`src/bts_pkg.sv`:
```
// Package with constants and carrier types for the bit-test-skip block.
package bts_pkg;
  localparam logic [3:0] OPC_SKIP_CLEAR = 4'hB;
  localparam logic [3:0] OPC_SKIP_SET   = 4'hA;
  localparam logic [7:0] IDX_OFFSET_MAX = 8'h5F;
  localparam logic [7:0] ACCESS_SPLIT   = 8'h60;
  localparam logic [3:0] ACCESS_HI_BANK = 4'hF;
  localparam int         QUARTERS       = 4;
  localparam logic [1:0] Q_RESET        = 2'h0;
  localparam logic [1:0] Q_TEST         = 2'h2;
  localparam logic [1:0] Q_LAST         = 2'h3;

  typedef enum logic [1:0] {
    BTS_IDLE    = 2'b00,
    BTS_EXECUTE = 2'b01,
    BTS_SKIP    = 2'b10
  } bts_state_t;

  // Decoded fields of one instruction word.
  typedef struct packed {
    logic       is_test;
    logic       want_set;
    logic [2:0] bit_sel;
    logic       bank_sel;
    logic [7:0] reg_field;
  } bts_dec_t;

  // File-register request toward the data memory.
  typedef struct packed {
    logic        rd;
    logic        indexed;
    logic [11:0] addr;
  } bts_req_t;
endpackage : bts_pkg
```
`src/bts_core.sv`:
```
// Execution logic for the bit-test-and-skip instructions.
// Notes on behaviour
// - Skip next instruction when tested bit is zero (opcode 1011) or one (opcode 1010).
// - Skip discards fetched word, runs no-operation cycle.
// - Bank bit 0 access bank, 1 bank pointer.
// - Extended set, bank 0, field <=95: indexed.
// - Opcodes 1011 and 1010 with bit, bank, register fields.
`timescale 1ns/1ps
module bts_core (
  input  wire logic        clk_sys,
  input  wire logic        rst,
  input  wire logic        instr_valid,
  input  wire logic [15:0] instr,
  input  wire logic [3:0]  bank_pointer_register,
  input  wire logic        ext_set_en,
  input  wire logic [7:0]  file_rd_data,
  input  wire logic [7:0]  index_base,
  output logic             file_rd,
  output logic [11:0]      file_addr,
  output logic             file_indexed,
  output logic             discard_fetch,
  output logic             nop_slot,
  output logic             busy,
  output logic             done
);
  typedef struct packed {
    bts_pkg::bts_state_t state;
    logic [1:0]          q;
    logic                want_set;
    logic [2:0]          bit_sel;
    bts_pkg::bts_req_t   req;
    logic                discard;
    logic                nop;
    logic                done;
    logic                busy;
  } bts_regs_t;

  bts_regs_t         r;
  bts_regs_t         next_r;
  bts_pkg::bts_dec_t dec;
  logic [11:0]       next_addr;
  logic              next_idx;
  logic              bit_val;

  bts_decode u_dec (
    .instr (instr),
    .dec   (dec)
  );

  always_comb begin
    next_idx  = 1'b0;
    next_addr = {bank_pointer_register, dec.reg_field};
    if (!dec.bank_sel) begin
      if (ext_set_en && dec.reg_field <= bts_pkg::IDX_OFFSET_MAX) begin
        next_idx  = 1'b1;
        next_addr = {4'h0, index_base + dec.reg_field};
      end else if (dec.reg_field < bts_pkg::ACCESS_SPLIT) begin
        next_addr = {4'h0, dec.reg_field};
      end else begin
        next_addr = {bts_pkg::ACCESS_HI_BANK, dec.reg_field};
      end
    end
  end

  assign bit_val = file_rd_data[r.bit_sel];

  // The cycle is four quarters; the test resolves in the third quarter
  // so the discard reaches the fetch unit before the next word runs.
  always_comb begin
    next_r      = r;
    next_r.q    = r.q + 2'h1;
    next_r.done = 1'b0;
    unique case (r.state)
      bts_pkg::BTS_IDLE: begin
        next_r.q = bts_pkg::Q_RESET;
        next_r.discard = 1'b0;
        next_r.nop = 1'b0;
        if (instr_valid && dec.is_test) begin
          next_r.state        = bts_pkg::BTS_EXECUTE;
          next_r.q            = 2'h1;
          next_r.want_set     = dec.want_set;
          next_r.bit_sel      = dec.bit_sel;
          next_r.req.rd       = 1'b1;
          next_r.req.addr     = next_addr;
          next_r.req.indexed  = next_idx;
        end
      end
      bts_pkg::BTS_EXECUTE: begin
        if (r.q == bts_pkg::Q_TEST) begin
          next_r.req.rd = 1'b0;
          if (bit_val == r.want_set) begin
            next_r.discard = 1'b1;
            next_r.nop     = 1'b1;
            next_r.state   = bts_pkg::BTS_SKIP;
          end
        end
        if (r.q == bts_pkg::Q_LAST && r.state == next_r.state) begin
          next_r.state = bts_pkg::BTS_IDLE;
          next_r.done  = 1'b1;
        end
      end
      bts_pkg::BTS_SKIP: begin
        next_r.discard = 1'b0;
        if (r.q == bts_pkg::Q_LAST && r.nop && !r.discard) begin
          next_r.state = bts_pkg::BTS_IDLE;
          next_r.nop   = 1'b0;
          next_r.done  = 1'b1;
        end
      end
      default: begin
        next_r.state = bts_pkg::BTS_IDLE;
      end
    endcase
    // Busy is kept in a flip-flop so the port carries no decode glitch.
    next_r.busy = (next_r.state != bts_pkg::BTS_IDLE);
  end

  always_ff @(posedge clk_sys or posedge rst) begin
    if (rst) begin
      r <= '0;
    end else begin
      r <= next_r;
    end
  end

  always_comb begin
    file_rd       = r.req.rd;
    file_addr     = r.req.addr;
    file_indexed  = r.req.indexed;
    discard_fetch = r.discard;
    nop_slot      = r.nop;
    busy          = r.busy;
    done          = r.done;
  end

  chk_skip_length: assert property (
    @(posedge clk_sys) disable iff (rst)
    $rose(discard_fetch) |-> nop_slot [*5] ##[1:4] done)
    else $error("Skip slot length wrong.");
  chk_clear_skip: assert property (
    @(posedge clk_sys) disable iff (rst)
    (r.state == bts_pkg::BTS_EXECUTE && r.q == 2'h2 && !r.want_set &&
     !bit_val) |=> discard_fetch)
    else $error("Clear test did not skip.");
  chk_set_skip: assert property (
    @(posedge clk_sys) disable iff (rst)
    (r.state == bts_pkg::BTS_EXECUTE && r.q == 2'h2 && r.want_set &&
     bit_val) |=> discard_fetch)
    else $error("Set test did not skip.");
  chk_no_false: assert property (
    @(posedge clk_sys) disable iff (rst)
    (r.state == bts_pkg::BTS_EXECUTE && r.q == 2'h2 &&
     bit_val != r.want_set) |=> !discard_fetch ##1 done)
    else $error("Skip without condition.");
  chk_discard_pulse: assert property (
    @(posedge clk_sys) disable iff (rst)
    discard_fetch |=> !discard_fetch)
    else $error("Discard pulse too long.");
  // done is one pulse while idle.
  chk_done_pulse: assert property (
    @(posedge clk_sys) disable iff (rst)
    done |-> !busy ##1 !done)
    else $error("Done pulse wrong.");
  chk_opcode_start: assert property (
    @(posedge clk_sys) disable iff (rst)
    (!busy && instr_valid && instr[15:12] == 4'hB) |=> busy && file_rd)
    else $error("Opcode not accepted.");
  chk_set_start: assert property (
    @(posedge clk_sys) disable iff (rst)
    (!busy && instr_valid && instr[15:12] == 4'hA) |=> busy && file_rd)
    else $error("Set opcode not accepted.");
  chk_other_idle: assert property (
    @(posedge clk_sys) disable iff (rst)
    (!busy && instr_valid && instr[15:13] != 3'h5) |=> !busy)
    else $error("Foreign opcode accepted.");
  chk_index_mode: assert property (
    @(posedge clk_sys) disable iff (rst)
    (!busy && instr_valid && dec.is_test && !instr[8] && ext_set_en &&
     instr[7:0] <= 8'h5F) |=> file_indexed)
    else $error("Indexed mode missed.");
  // indexed address is base plus offset.
  chk_index_addr: assert property (
    @(posedge clk_sys) disable iff (rst)
    (!busy && instr_valid && dec.is_test && !instr[8] && ext_set_en &&
     instr[7:0] <= 8'h5F) |=>
    file_addr == {4'h0, $past(index_base) + $past(instr[7:0])})
    else $error("Indexed address wrong.");
  chk_bank_ptr: assert property (
    @(posedge clk_sys) disable iff (rst)
    (!busy && instr_valid && dec.is_test && instr[8]) |=>
    file_addr == {$past(bank_pointer_register), $past(instr[7:0])})
    else $error("Bank pointer address wrong.");
  chk_access_low: assert property (
    @(posedge clk_sys) disable iff (rst)
    (!busy && instr_valid && dec.is_test && !instr[8] && !ext_set_en &&
     instr[7:0] < 8'h60) |=> file_addr[11:8] == 4'h0)
    else $error("Access bank address wrong.");
  chk_access_high: assert property (
    @(posedge clk_sys) disable iff (rst)
    (!busy && instr_valid && dec.is_test && !instr[8] &&
     instr[7:0] >= 8'h60) |=> file_addr[11:8] == 4'hF)
    else $error("Access bank high address wrong.");

  cov_skip_clear: cover property (@(posedge clk_sys) disable iff (rst)
    $rose(discard_fetch) && !r.want_set);
  cov_skip_set: cover property (@(posedge clk_sys) disable iff (rst)
    $rose(discard_fetch) && r.want_set);
  cov_no_skip: cover property (@(posedge clk_sys) disable iff (rst)
    done && !nop_slot && !$past(nop_slot));
  cov_indexed: cover property (@(posedge clk_sys) disable iff (rst)
    file_rd && file_indexed);
endmodule : bts_core

```
`src/bts_decode.sv`:
```
// Instruction-word decoder for the two bit-test-skip instructions.
`timescale 1ns/1ps
module bts_decode (
  input  wire logic [15:0]      instr,
  output bts_pkg::bts_dec_t     dec
);
  always_comb begin
    dec.is_test   = (instr[15:12] == bts_pkg::OPC_SKIP_CLEAR) ||
                    (instr[15:12] == bts_pkg::OPC_SKIP_SET);
    dec.want_set  = (instr[15:12] == bts_pkg::OPC_SKIP_SET);
    dec.bit_sel   = instr[11:9];
    dec.bank_sel  = instr[8];
    dec.reg_field = instr[7:0];
  end
endmodule : bts_decode

```
`config.mk`:
```
export PLATFORM = sky130hd
export DESIGN_NAME = bts_core
export DESIGN_NICKNAME = d
export VERILOG_FILES = /design/src/bts_pkg.sv /design/src/bts_core.sv /design/src/bts_decode.sv
export SDC_FILE = /design/constraint.sdc
export NUM_CORES = 1
export LEC_CHECK = 0
export CAP_MARGIN = 20
export CORE_ASPECT_RATIO = 2
export CORE_MARGIN = 2
export CORE_UTILIZATION = 30
export DETAILED_ROUTE_END_ITERATION = 8
export DONT_BUFFER_PORTS = 1
export GPL_ROUTABILITY_DRIVEN = 1
export PLACE_DENSITY = 0.55
export REMOVE_ABC_BUFFERS = 1
export SETUP_SLACK_MARGIN = 0.05
export SLEW_MARGIN = 20
export SYNTH_ARGS = -nofsm -noshare
export SYNTH_HDL_FRONTEND = slang
export SYNTH_SLANG_ARGS = --single-unit
```
`constraint.sdc`:
```
create_clock -name clk_sys -period 3.15 [get_ports clk_sys]
set_clock_uncertainty 0.05 [all_clocks]
set_input_delay 0.63 -clock clk_sys [delete_from_list [all_inputs] [get_ports clk_sys]]
set_output_delay 0.63 -clock clk_sys [all_outputs]
set_load 0.02 [all_outputs]
```
# Yosys cells after proc, flatten, opt, wreduce, memory -nomap -nowiden
# Index checks and enable logic that the tools add are counted.
dict set report word_totals {
  register_bits 26
  elab_cells 66
  in_bits 40
}
dict set report op_classes {
  muxes 23
  add_sub_neg 2
  n_lt_le_gt_ge 3
  reduce_logical 15
  n_eq_ne 12
}
# cell n
set op_table {}
lappend op_table {{two-way mux 12 bit} 3}
lappend op_table {{two-way mux 22 bit} 1}
lappend op_table {{two-way mux 2 bit} 8}
lappend op_table {{one-hot mux 2 bit (3 select lines)} 2}
lappend op_table {{adder 8 bit} 1}
lappend op_table {{== test 4 bit (second input constant)} 2}
lappend op_table {{<= comparator 8 x 7 -> 1 bit (second input constant)} 1}
lappend op_table {{less-than comparator 8 x 7 -> 1 bit (second input constant)} 1}
lappend op_table {{!= test 2 bit (second input constant)} 4}
lappend op_table {{== test 2 bit (second input constant)} 3}
lappend op_table {{two-way mux 6 bit} 1}
lappend op_table {{AND reduction 3 bit} 2}
lappend op_table {{logical AND 1 bit} 5}
lappend op_table {{two-way mux 1 bit} 5}
lappend op_table {{less-than comparator 3 x 4 -> 1 bit (second input constant)} 1}
lappend op_table {{one-hot mux 1 bit (2 select lines)} 2}
lappend op_table {{AND reduction 4 bit} 1}
lappend op_table {{nonzero test 2 bit} 2}
lappend op_table {{binary-select mux 1 bit (select 3 bit)} 1}
lappend op_table {{nonzero test 3 bit} 1}
lappend op_table {{adder 2 x 1 -> 2 bit (second input constant)} 1}
lappend op_table {{== test 2 x 1 -> 1 bit (second input constant)} 1}
lappend op_table {{== test 2 bit} 1}
lappend op_table {{logical NOT 2 bit} 1}
lappend op_table {{other kinds (4)} 4}

# Depth between registers and ports, before layout
# Gate-level depths: netlist of run 1.
dict set report depth {
  ltp_word 11
  depth_mapped 9
  ltp_nobuf 9
}

# By module
# Synthesis of run 1 repeated with hierarchy kept, for this count alone.
dict set report unflattened {
  hier_cells 198
  hier_area_um2 1781.7
}
# module area_per_inst_um2 n_inst cells_per_inst seq_area_each_um2
set modules_own_cells {}
lappend modules_own_cells {bts_core 1669.1 1 184 650.6}
lappend modules_own_cells {bts_decode 112.6 1 14 0.0}

# Worst setup path before layout of run 1
# OpenSTA, ideal clock, no wires.
dict set report synth_timing {
  path_kind {input-to-reg}
  from {input instr[0]}
  to {register r (netlist bit file_addr[6])}
  t_arrival_ps 1833
  n_path_buf 0
  cell_stages 9
  required_time_ps 2972
  setup_time_ps 128
  slack_ps 1139
  cell_sequence {ha_1 -> inv_1 -> fa_1 -> inv_1 -> a21o_1 -> a21oi_1 -> o21ai_0 -> xnor2_1 -> o21ai_0}
}
dict set report synth_via {
  elab_chain_cells 4
  word_cells_on_any_way 5
  cone_classes {1 x add/sub; 1 x order compare; 2 x mux; 1 x reduce/logical}
}
# item line_no
set synth_rtl {}
lappend synth_rtl {{start, declared} bts_core.sv:13} ;# input wire logic [15:0] instr,
lappend synth_rtl {{<= comparator 8 x 7 -> 1 bit} bts_core.sv:54} ;# if (ext_set_en && dec.reg_field <= bts_pkg::IDX_OFFSET_MAX) begin
lappend synth_rtl {{logical AND 1 bit} bts_core.sv:54}
lappend synth_rtl {{two-way mux 12 bit (*)} bts_core.sv:54}
lappend synth_rtl {{two-way mux 12 bit (*)} bts_core.sv:53} ;# if (!dec.bank_sel) begin
lappend synth_rtl {{end signal, assigned} bts_core.sv:122} ;# r <= next_r;
lappend synth_rtl {{end, declared} bts_core.sv:38} ;# bts_regs_t r;
# Mark *: on every way between the ends. The rest lies on a longest branch, timed or not.
# A chain may end at the register's enable or synchronous reset.

==> results of run 1 <==
[per-layer routing]
metal | global-route usage | up-vias | part of all wire
met3 | 0.02588 | 6 | 0.050
met2 | 0.2334 | 36 | 0.59
met5 | 0 | - | 0
met4 | 0.05980 | 0 | 0.020
li1 | - | 588 | -
met1 | 0.1095 | 567 | 0.33
[area by class of cell]
type,count,area [um2]
inverter,11,41.29
multi-input combinational,129,868.3
fill,606,3690
clock buffer,4,55.05
sequential,26,650.6
tap,60,75.07
timing repair buffer,3,40.04
[worst min-delay path by stage]
stage,start,endpoint,slack [ns],depth (start not counted)
after floorplan,r[22],r[22],0.41,1
after global placement,r[21],r[21],0.44,2
after detailed placement,r[20],r[20],0.44,2
after CTS,instr[11],r[20],0.41,2
after global routing,rst,file_addr[0],0.09,1
final,rst,file_addr[0],0.1,1
[through the flow]
step / util / setup slack [ns] / cell area [um2]
2_1_floorplan: - / 1.106 / 1560
3_3_place_gp: 0.3045 / 1.053 / 1650
3_5_place_dp: 0.3045 / 1.024 / 1650
4_1_cts: 0.3146 / 1.182 / 1705
5_1_grt: 0.3193 / 1.088 / 1730
6_report: 0.3193 / 1.233 / 1730
[cells in the mapped netlist, drive strengths merged (2+ instances only)]
cell	number	area share
a31oi	2	0.0075
clkbuf	3	0.0067
inv	11	0.025
xnor2	3	0.016
o31ai	4	0.018
o21ai	13	0.041
nor2b	5	0.019
dfrtp	26	0.39
a21o	4	0.018
xor2	4	0.021
nor2	11	0.026
buf	14	0.061
nand2	35	0.078
a21oi	13	0.041
ha	13	0.097
and2	2	0.0082
mux2i	3	0.018
mux4	2	0.031
[report_power, final]
| part | switching (mW) | leakage, nW | internal, mW |
|---|---|---|---|
| Sequential | 0.186 | 0.334 | 0.444 |
| Combinational | 0.168 | 0.465 | 0.142 |
| Clock | 0.103 | 0.0288 | 0.112 |
| Total | 0.457 | 0.828 | 0.697 |
[flip-flops by register name, summed over array words and instances, names as in the netlist]
signal and count:
nop_slot 1, file_rd 1, file_addr 12, file_indexed 1, r 8, discard_fetch 1, busy 1, done 1
[worst max-delay path, delay by kind of cell (launching register included)]
kind / cells / cell delay, ns
muxes: 2 / 0.76
DFF: 1 / 0.41
AOI/OAI and AO/OA: 2 / 0.25
and+or+nand+nor: 1 / 0.11
xor gates and xnor gates: 1 / 0.23
[placed cells by master (no fill, tap or decap), types with 2 or more instances in the layout]
master and count:
xnor2_1 3, o21ai_0 12, o31ai_1 4, xor2_1 4, a21oi_1 12, nand2_1 35, a31oi_1 2, dfrtp_1 26
clkbuf_8 4, nor2b_1 5, nor2_1 10, inv_1 10, buf_4 2, mux2i_1 3, a21o_1 4, mux4_1 2
ha_1 13
[cell families (layout without fill, tap and decap cells)]
logic type / after synthesis / after routing / share of synthesized area
mux: 5 / 5 / 0.04933
flops: 26 / 26 / 0.3886
buf+inv: 28 / 18 / 0.09267
xor+xnor: 7 / 7 / 0.03662
simple gates: 58 / 58 / 0.1517
fa+ha+maj: 14 / 14 / 0.1091
compound gates: 45 / 45 / 0.1719
==> metrics, run 1 <==
vias in the first global route=1270; routed length per instance=14.85 um; initial core utilization=0.3089; Die X=56.82 um; clock buffer count from CTS=3; initial antenna violation count=0; critical path startpoint category=flip-flop; postcts setup bufs=0; Hold/Removal Path Class=input port to asynchronous set/reset pin; Vias/cell=5.137; CTS-repair resized insts=0; R2R setup slack=1.23 ns; Clock Tree Buf Depth=2; CTS tree=built; register area share after synthesis=0.3886; Maximum Capacitance Violations=0; Max stage delay on crit path=0.57 ns; Critical Path, Cell by Cell=mux4_1 -> mux2i_1 -> xor2_1 -> nand2_1 -> o21ai_0 -> a21oi_1; post-route minimum period=1.917 ns; VDD IR max=0.0003032 V; core region area=5420 um2; ys flop type=dfrtp_1; share of cells above drive strength 1=0.07514; Die ar.=6230 um2; Final GP Congestion=0.8554; distinct cell type count after synthesis=38; RR Endpoint=done; worst setup path startpoint=r[18]; status=complete, no violations; Syn. warnings=0; Port Buffer Count=0; setup violators final=0; GRT Total Usage=0.1182; GRT overflow=0; final std cells w/o fill=233; Setup crit end kind=flip-flop; Max FO, Critical Path=3; number of nets in the layout=228; ANT cells=0; RSZ-0062 raised after global routing=false; critical path arrival=2.02 ns; Post-DRT Antenna Nets=0; fin. max-slew vios=0; drt initial violations=19; Worst-Skew Late Latency=0.27 ns; I/O Pins=58; final hold slack=0.09681 ns; post-route clock period utilization=0.6087; Fmax=521.6 MHz; synthesized flop and latch total=26; via count=1197; Reg2Reg Launch Point=r[18]; Slew @ Worst Pin=0.3751 ns; Total Power=1.154 mW; post-route setup TNS=0 ns; DRT Pass-1 Iters=4; slew margin rel.=0.7473; DR DRC count=0; Syn Inst Count=183; # rows=38; Pwr Density=667.0 nW/um2; Post-synth EDFFs=0; Post-Route WL=3461 um; final hold vios=0; global-route wire length before repair=5678 um; cell count after placement=228; depth of the worst register-to-register path=6; area grow syn2layout=3.363%; static leakage power=0.8281 nW; CTS root buf=clkbuf_8; Sink Count=26; CP max stage cell=mux4_1; Syn Area/Cell=9.148 um2; Cell Area, Synth=1674 um2; WS Path Type=flip-flop to flip-flop; fraction of registers with async set/reset=1.000; hold_buf cts=0; height of the die=109.6 um; CTS clk-pin slew, worst paths=0.09 ns; critical path endpoint=done; H-tree level count=1; largest net degree at the start of global routing=27; WP data required=3.26 ns; hpwl dp=2843 um
No activity file was read; power rests on OpenSTA's default activity.
==> inputs of run 2 (changes only) <==
--- a/config.mk
+++ b/config.mk
@@ -5,6 +5,7 @@
 export SDC_FILE = /design/constraint.sdc
 export NUM_CORES = 1
 export LEC_CHECK = 0
+export ABC_AREA = 1
 export CAP_MARGIN = 20
 export CORE_ASPECT_RATIO = 2
 export CORE_MARGIN = 2
==> constraint.sdc (replaced) <==
create_clock -name clk_sys -period 1.8 [get_ports clk_sys]
set_clock_uncertainty 0.05 [all_clocks]
set_input_delay 0.36 -clock clk_sys [delete_from_list [all_inputs] [get_ports clk_sys]]
set_output_delay 0.36 -clock clk_sys [all_outputs]
set_load 0.02 [all_outputs]
==> run 2 against run 1 <==
Total power is 130% higher. First-iteration DRC count is 37% higher. Non-clock buffer count is 4 higher. Clock-buffer cell count is 1 lower. Hold slack worse by 0.11 ns. Synthesized cell count is 23% higher. Via count is 19% higher. Utilization is 1.7 points higher. Highest routed layer unchanged. Global-route usage is 2.0 points higher. The flow now finishes with violations (negative hold slack).
==> metrics, run 2 <==
biggest area consumer among synthesized cells=dfrtp_1; Total Power=2.653 mW (+130%); CTS root buf=clkbuf_16; Max FO, Critical Path=17 (+14); critical path startpoint category=flip-flop; Die ar.=6543 um2 (+5.0%); RR Endpoint=busy; Synth top area share=0.3691 (-0.01958); initial core utilization=0.3088 (about the same); Hold/Removal Path Class=input port to asynchronous set/reset pin; Post-Route WL=4294 um (+24%); I/O Pins=58 (unchanged); Setup crit end kind=flip-flop; Cell Area, Synth=1763 um2 (+5.3%); Clock Tree Buf Depth=2 (unchanged); ANT cells=0 (unchanged); Vias/cell=5.011 (-2.5%); failing checks=negative hold slack; post-route minimum period=1.604 ns (-0.3133 ns); Maximum Capacitance Violations=0 (unchanged); Worst-Skew Late Latency=0.27 ns (about the same); CTS clk-pin slew, worst paths=0.08 ns (about the same); Final GP Congestion=0.7470 (-13%); most common cell after layout, fill and taps aside=nand2_1; placed cell area=1777 um2 (+7.7%); DRT Pass-1 Iters=5 (+1); height of the die=112.4 um (+2.5%); initial antenna violation count=0 (unchanged); drt initial violations=26 (+7); Die X=58.21 um (+2.4%); WP data required=1.97 ns (-1.29 ns); hpwl dp=3307 um (+16%); # rows=39 (+2.6%); Syn Area/Cell=7.801 um2 (-15%); core region area=5709 um2 (+5.3%); most frequent cells in the layout=nand2_1 (44), inv_1 (33), dfrtp_1 (26); worst setup path startpoint=r[25]; DR DRC count=0 (unchanged); share of cells above drive strength 1=0.1300 (+0.05490); status=complete, but fails checks; depth of the worst register-to-register path=9 (+3); final hold slack=-0.01319 ns (-0.1100 ns); post-route setup TNS=0 ns (unchanged); Pwr Density=1382 nW/um2 (+110%); ys flop type=dfrtp_1; post-route clock period utilization=0.8912 (+0.2825); area grow syn2layout=8.871%; Syn Inst Count=226 (+23%); fin. max-slew vios=0 (unchanged); VDD IR max=0.0005439 V (+79%); Syn. warnings=0 (unchanged); register area share after synthesis=0.3691 (-0.01958); Post-DRT Antenna Nets=0 (unchanged); Port Buffer Count=0 (unchanged); max FFs per register=12 (unchanged); setup violators final=0 (unchanged); Slew @ Worst Pin=0.3553 ns (-0.01978 ns); clock buffer count from CTS=3 (unchanged); largest net degree at the start of global routing=27 (unchanged); global-route wire length before repair=7003 um (+23%); slew margin rel.=0.7631 (+0.01583); final hold vios=26 (+26); GRT overflow=0 (unchanged); most frequent cell after synthesis=nand2_1; fraction of registers with async set/reset=1.000 (unchanged); distinct cell type count after synthesis=28 (-26%); vias in the first global route=1593 (+25%); routed length per instance=15.12 um (+1.8%); synthesized flop and latch total=26 (unchanged); critical path arrival=1.77 ns (-0.25 ns); WS Path Type=flip-flop to flip-flop; fin util=0.3362 (+0.01693); hold_buf cts=0 (unchanged); Reg2Reg Launch Point=r[25]; via count=1423 (+19%); static leakage power=0.9678 nW (+17%); Post-synth EDFFs=0 (unchanged); fin area=1919 um2 (+11%); Synth area leaders=dfrtp_1 (37%), nand2_1 (9.4%), ha_1 (9.2%); Fmax=623.4 MHz (+20%); RSZ-0062 raised after global routing=false; CTS tree=built; GRT Total Usage=0.1384 (+0.02019); Commonest cells post-synth=nand2_1 (44), inv_1 (35), dfrtp_1 (26); number of nets in the layout=278 (+22%); Sink Count=26 (unchanged); H-tree level count=1 (unchanged); R2R setup slack=0.20 ns (-1.04 ns)
-- run 2: worst max-delay path by stage --
stage                        end  slack [ns]  depth (start not counted)
CTS                        r[22]        0.07                          6
detailed placement  file_addr[6]       -0.07                         12
global placement    file_addr[6]       -0.05                         12
global route        file_addr[1]        0.06                          8
finish                      busy        0.20                          9
floorplan           file_addr[3]       -0.09                          7
-- run 2: power by group --
part	switching (mW)	internal, mW
Combinational	0.471	0.340
Sequential	0.364	0.805
Clock	0.229	0.444
Total	1.06	1.59
-- run 2: per-stage QoR --
step                cells  hold slack (ns)  setup WS (ns)
floorplan             210           0.3500       -0.08665
global placement      277           0.2853       -0.04601
detailed placement    277           0.2927       -0.07288
CTS                   281         0.001803        0.06668
global route          284          0.01609        0.05951
finish                284         -0.01319         0.1959
-- run 2: cell families (layout without fill, tap and decap cells) --
group | Yosys count | count (layout) | synth area share
compound gates | 47 | 47 | 0.1498
xor+xnor | 2 | 2 | 0.009938
fa+ha+maj | 14 | 14 | 0.1036
buf+inv | 52 | 49 | 0.1377
flops | 26 | 26 | 0.3691
simple gates | 85 | 85 | 0.2300
-- run 2: what timing repair did --
item / in CTS / in global routing
gates resized for setup: 0 / 7
setup endpoints to repair: 0 / 18
setup buffers: 0 / 1
-- run 2: critical path, stage by stage, from the launching register on --
cell	delay, ns
dfrtp_1	0.40
inv_2	0.09
ha_2	0.18
inv_1	0.06
nor2_4	0.22
buf_6	0.22
o22ai_1	0.08
nand2_1	0.07
nand2_1	0.09
nand2_2	0.08
-- run 2: layout make-up --
cell class / instances / area, um2
fill: 603 / 3790
multi-input combinational: 148 / 877.1
sequential: 26 / 650.6
inverter: 36 / 138.9
tap: 61 / 76.32
clock buffer: 3 / 75.07
timing repair buffer: 7 / 56.30
clock inverter: 1 / 30.03
timing repair inverter: 2 / 15.01
-- run 2: routing by layer --
layer	up-vias	routed length, um	share of wire	GRT usage
met4	0	121	0.028	0.06667
met3	10	187	0.044	0.02189
met5	-	0	0	0
met2	31	2611	0.61	0.2773
li1	717	-	-	-
met1	665	1374	0.32	0.1242
==> inputs of run 3 (changes only) <==
==> constraint.sdc (replaced) <==
create_clock -name clk_sys -period 1.7 [get_ports clk_sys]
set_clock_uncertainty 0.05 [all_clocks]
set_input_delay 0.34 -clock clk_sys [delete_from_list [all_inputs] [get_ports clk_sys]]
set_output_delay 0.34 -clock clk_sys [all_outputs]
set_load 0.02 [all_outputs]
==> run 3 against run 2 <==
The run now ends clean. Sequential power increased by 6%. Flip-flop and latch count unchanged. Critical path depth unchanged. Die area unchanged. Critical path type unchanged. Largest cell class unchanged. Largest power group unchanged.
==> metrics, run 3 (same netlist as run 2, synthesis figures left out) <==
most common cell after layout, fill and taps aside=nand2_1; CP max stage cell=dfrtp_1; setup violators final=0 (unchanged); H-tree level count=1 (unchanged); cell mode on critical path=inv_2; Post-DRT Antenna Nets=0 (unchanged); number of nets in the layout=288 (+3.6%); slew margin rel.=0.7623 (-0.0008380); ANT cells=0 (unchanged); Hold/Removal Path Class=input port to flip-flop; GRT Total Usage=0.1444 (+0.006051); R2R setup slack=0.16 ns (-0.04 ns); clock buffer count from CTS=3 (unchanged); worst setup path startpoint=r[24]; VDD IR max=0.0005431 V (-0.16%); initial antenna violation count=0 (unchanged); Die X=58.21 um (unchanged); hpwl dp=3274 um (-0.98%); power share of the clock group=0.199 (-0.054); critical path endpoint=file_addr[5]; number of cells on the critical path=9 (unchanged); critical path's top delay family=buffers and inverters; CTS tree=built; Maximum Capacitance Violations=0 (unchanged); Post-Route WL=4379 um (+2.0%); Clock Tree Buf Depth=2 (unchanged); internal power=1.574 mW (-0.96%); via count=1463 (+2.8%); routed length per instance=14.95 um (-1.2%); DR DRC count=0 (unchanged); post-route minimum period=1.542 ns (-0.06238 ns); WS Path Type=flip-flop to flip-flop; core region area=5709 um2 (unchanged); I/O Pins=58 (unchanged); status=complete, no violations; RR Endpoint=file_addr[5]; Reg2Reg Launch Point=r[24]; CTS clk-pin slew, worst paths=0.07 ns (about the same); number of fill cells=606 (+0.50%); vias in the first global route=1595 (+0.13%); placed cell area=1807 um2 (+1.7%); drt initial violations=22 (-15%); final hold slack=0.1228 ns (+0.1360 ns); Port Buffer Count=0 (unchanged); Comb power frac=0.343 (+0.037); Fmax=648.6 MHz (+4.0%); # rows=39 (unchanged); hold path cells=1; post-route setup TNS=0 ns (unchanged); RSZ-0062 raised after global routing=true; share of cells above drive strength 1=0.1940 (+0.06392); Sw Ratio=0.4196 (+0.01889); Pwr Density=1355 nW/um2 (-2.0%); Worst-Skew Late Latency=0.26 ns (about the same); Setup crit end kind=flip-flop; height of the die=112.4 um (unchanged); area grow syn2layout=13.56%; fin util=0.3506 (+0.01447); sequential cell area=650.6 um2 (unchanged); Max stage delay on crit path=0.39 ns (about the same); fin. max-slew vios=0 (unchanged); Sink Count=26 (unchanged); fin area=2002 um2 (+4.3%); CTS root buf=clkbuf_16; Slew @ Worst Pin=0.3566 ns (+0.001257 ns); critical path arrival=1.64 ns (-0.13 ns); static leakage power=1.008 nW (+4.1%); Critical Path, Cell by Cell=inv_2 -> ha_2 -> inv_2 -> nor2_4 -> buf_12 -> clkinvlp_4 -> buf_4 -> nand2_1 -> o21ai_0; initial core utilization=0.3088 (unchanged); GRT overflow=0 (unchanged); share of power burned in registers=0.458 (+0.017); final hold vios=0 (-100%); depth of the worst register-to-register path=9 (unchanged); WP data required=1.80 ns (-0.17 ns); area of the multi-input gates=895.9 um2 (+2.1%); sw power=1.138 mW (+7.1%); crit path buf inv count=5 (+2); max FFs per register=12 (unchanged); largest net degree at the start of global routing=27 (unchanged); Max FO, Critical Path=3 (-14); most frequent cells in the layout=nand2_1 (42), inv_1 (31), dfrtp_1 (26); post-route clock period utilization=0.9069 (+0.01573); Die ar.=6543 um2 (unchanged); DRT Pass-1 Iters=4 (-1); global-route wire length before repair=7134 um (+1.9%); critical path startpoint category=flip-flop; Vias/cell=4.993 (-0.35%); Final GP Congestion=0.7527 (+0.76%)
run 3: changes by cell type in the layout (fill, tap and decap cells not counted), sizes merged:
cell	before	now
bufinv	1	0
dlygate4sd3	0	1
buf	7	16
run 3: power by group through the flow:
| stage | registers, mW | logic (mW) | clock network (mW) |
|---|---|---|---|
| 2_1_floorplan | 1.21 | 0.660 | 0 |
| 3_3_place_gp | 1.26 | 0.836 | 0 |
| 3_5_place_dp | 1.26 | 0.866 | 0 |
| 4_1_cts | 1.25 | 0.891 | 0.558 |
| 5_1_grt | 1.27 | 1.08 | 0.568 |
| 6_report | 1.24 | 0.931 | 0.540 |
run 3: metal layers:
layer	global-route usage	wire length (um)
met1	0.1243	1380
met2	0.2932	2720
met3	0.01728	148
met4	0.08062	129
met5	0	0
run 3: worst min path at each step:
| stage | from | slack, ns | end |
|---|---|---|---|
| after floorplan | rst | 0.33 | busy |
| after global placement | rst | 0.26 | file_addr[0] |
| after detailed placement | rst | 0.27 | file_addr[0] |
| after CTS | instr[12] | 0.12 | r[21] |
| after global routing | instr[12] | 0.13 | r[21] |
| final | instr[12] | 0.12 | r[21] |
run 3: metrics by stage:
step | std cells | setup WS, ns | total power, mW
after floorplan | 210 | -0.1867 | 1.868
after global placement | 281 | -0.1233 | 2.091
after detailed placement | 281 | -0.1557 | 2.122
after CTS | 291 | 0.1021 | 2.698
after global routing | 293 | 0.02196 | 2.926
final | 293 | 0.1583 | 2.713
run 3: layout make-up:
type,instances,area share
flip-flops and latches,26,0.3250
well taps,61,0.03813
repair buffers,17,0.07500
repair inverters,2,0.007500
multi-input cells,148,0.4475
inverters,36,0.06937
clock buffers,3,0.03750
run 3: what timing repair did:
item	4_1_cts	5_1_grt
hold buffers	1	0
cloned	2	0
setup endpoints to repair	4	15
endpoints found under the hold margin	26	0
gates resized for setup	5	13
buffers inserted	4	2
pin swaps	1	3
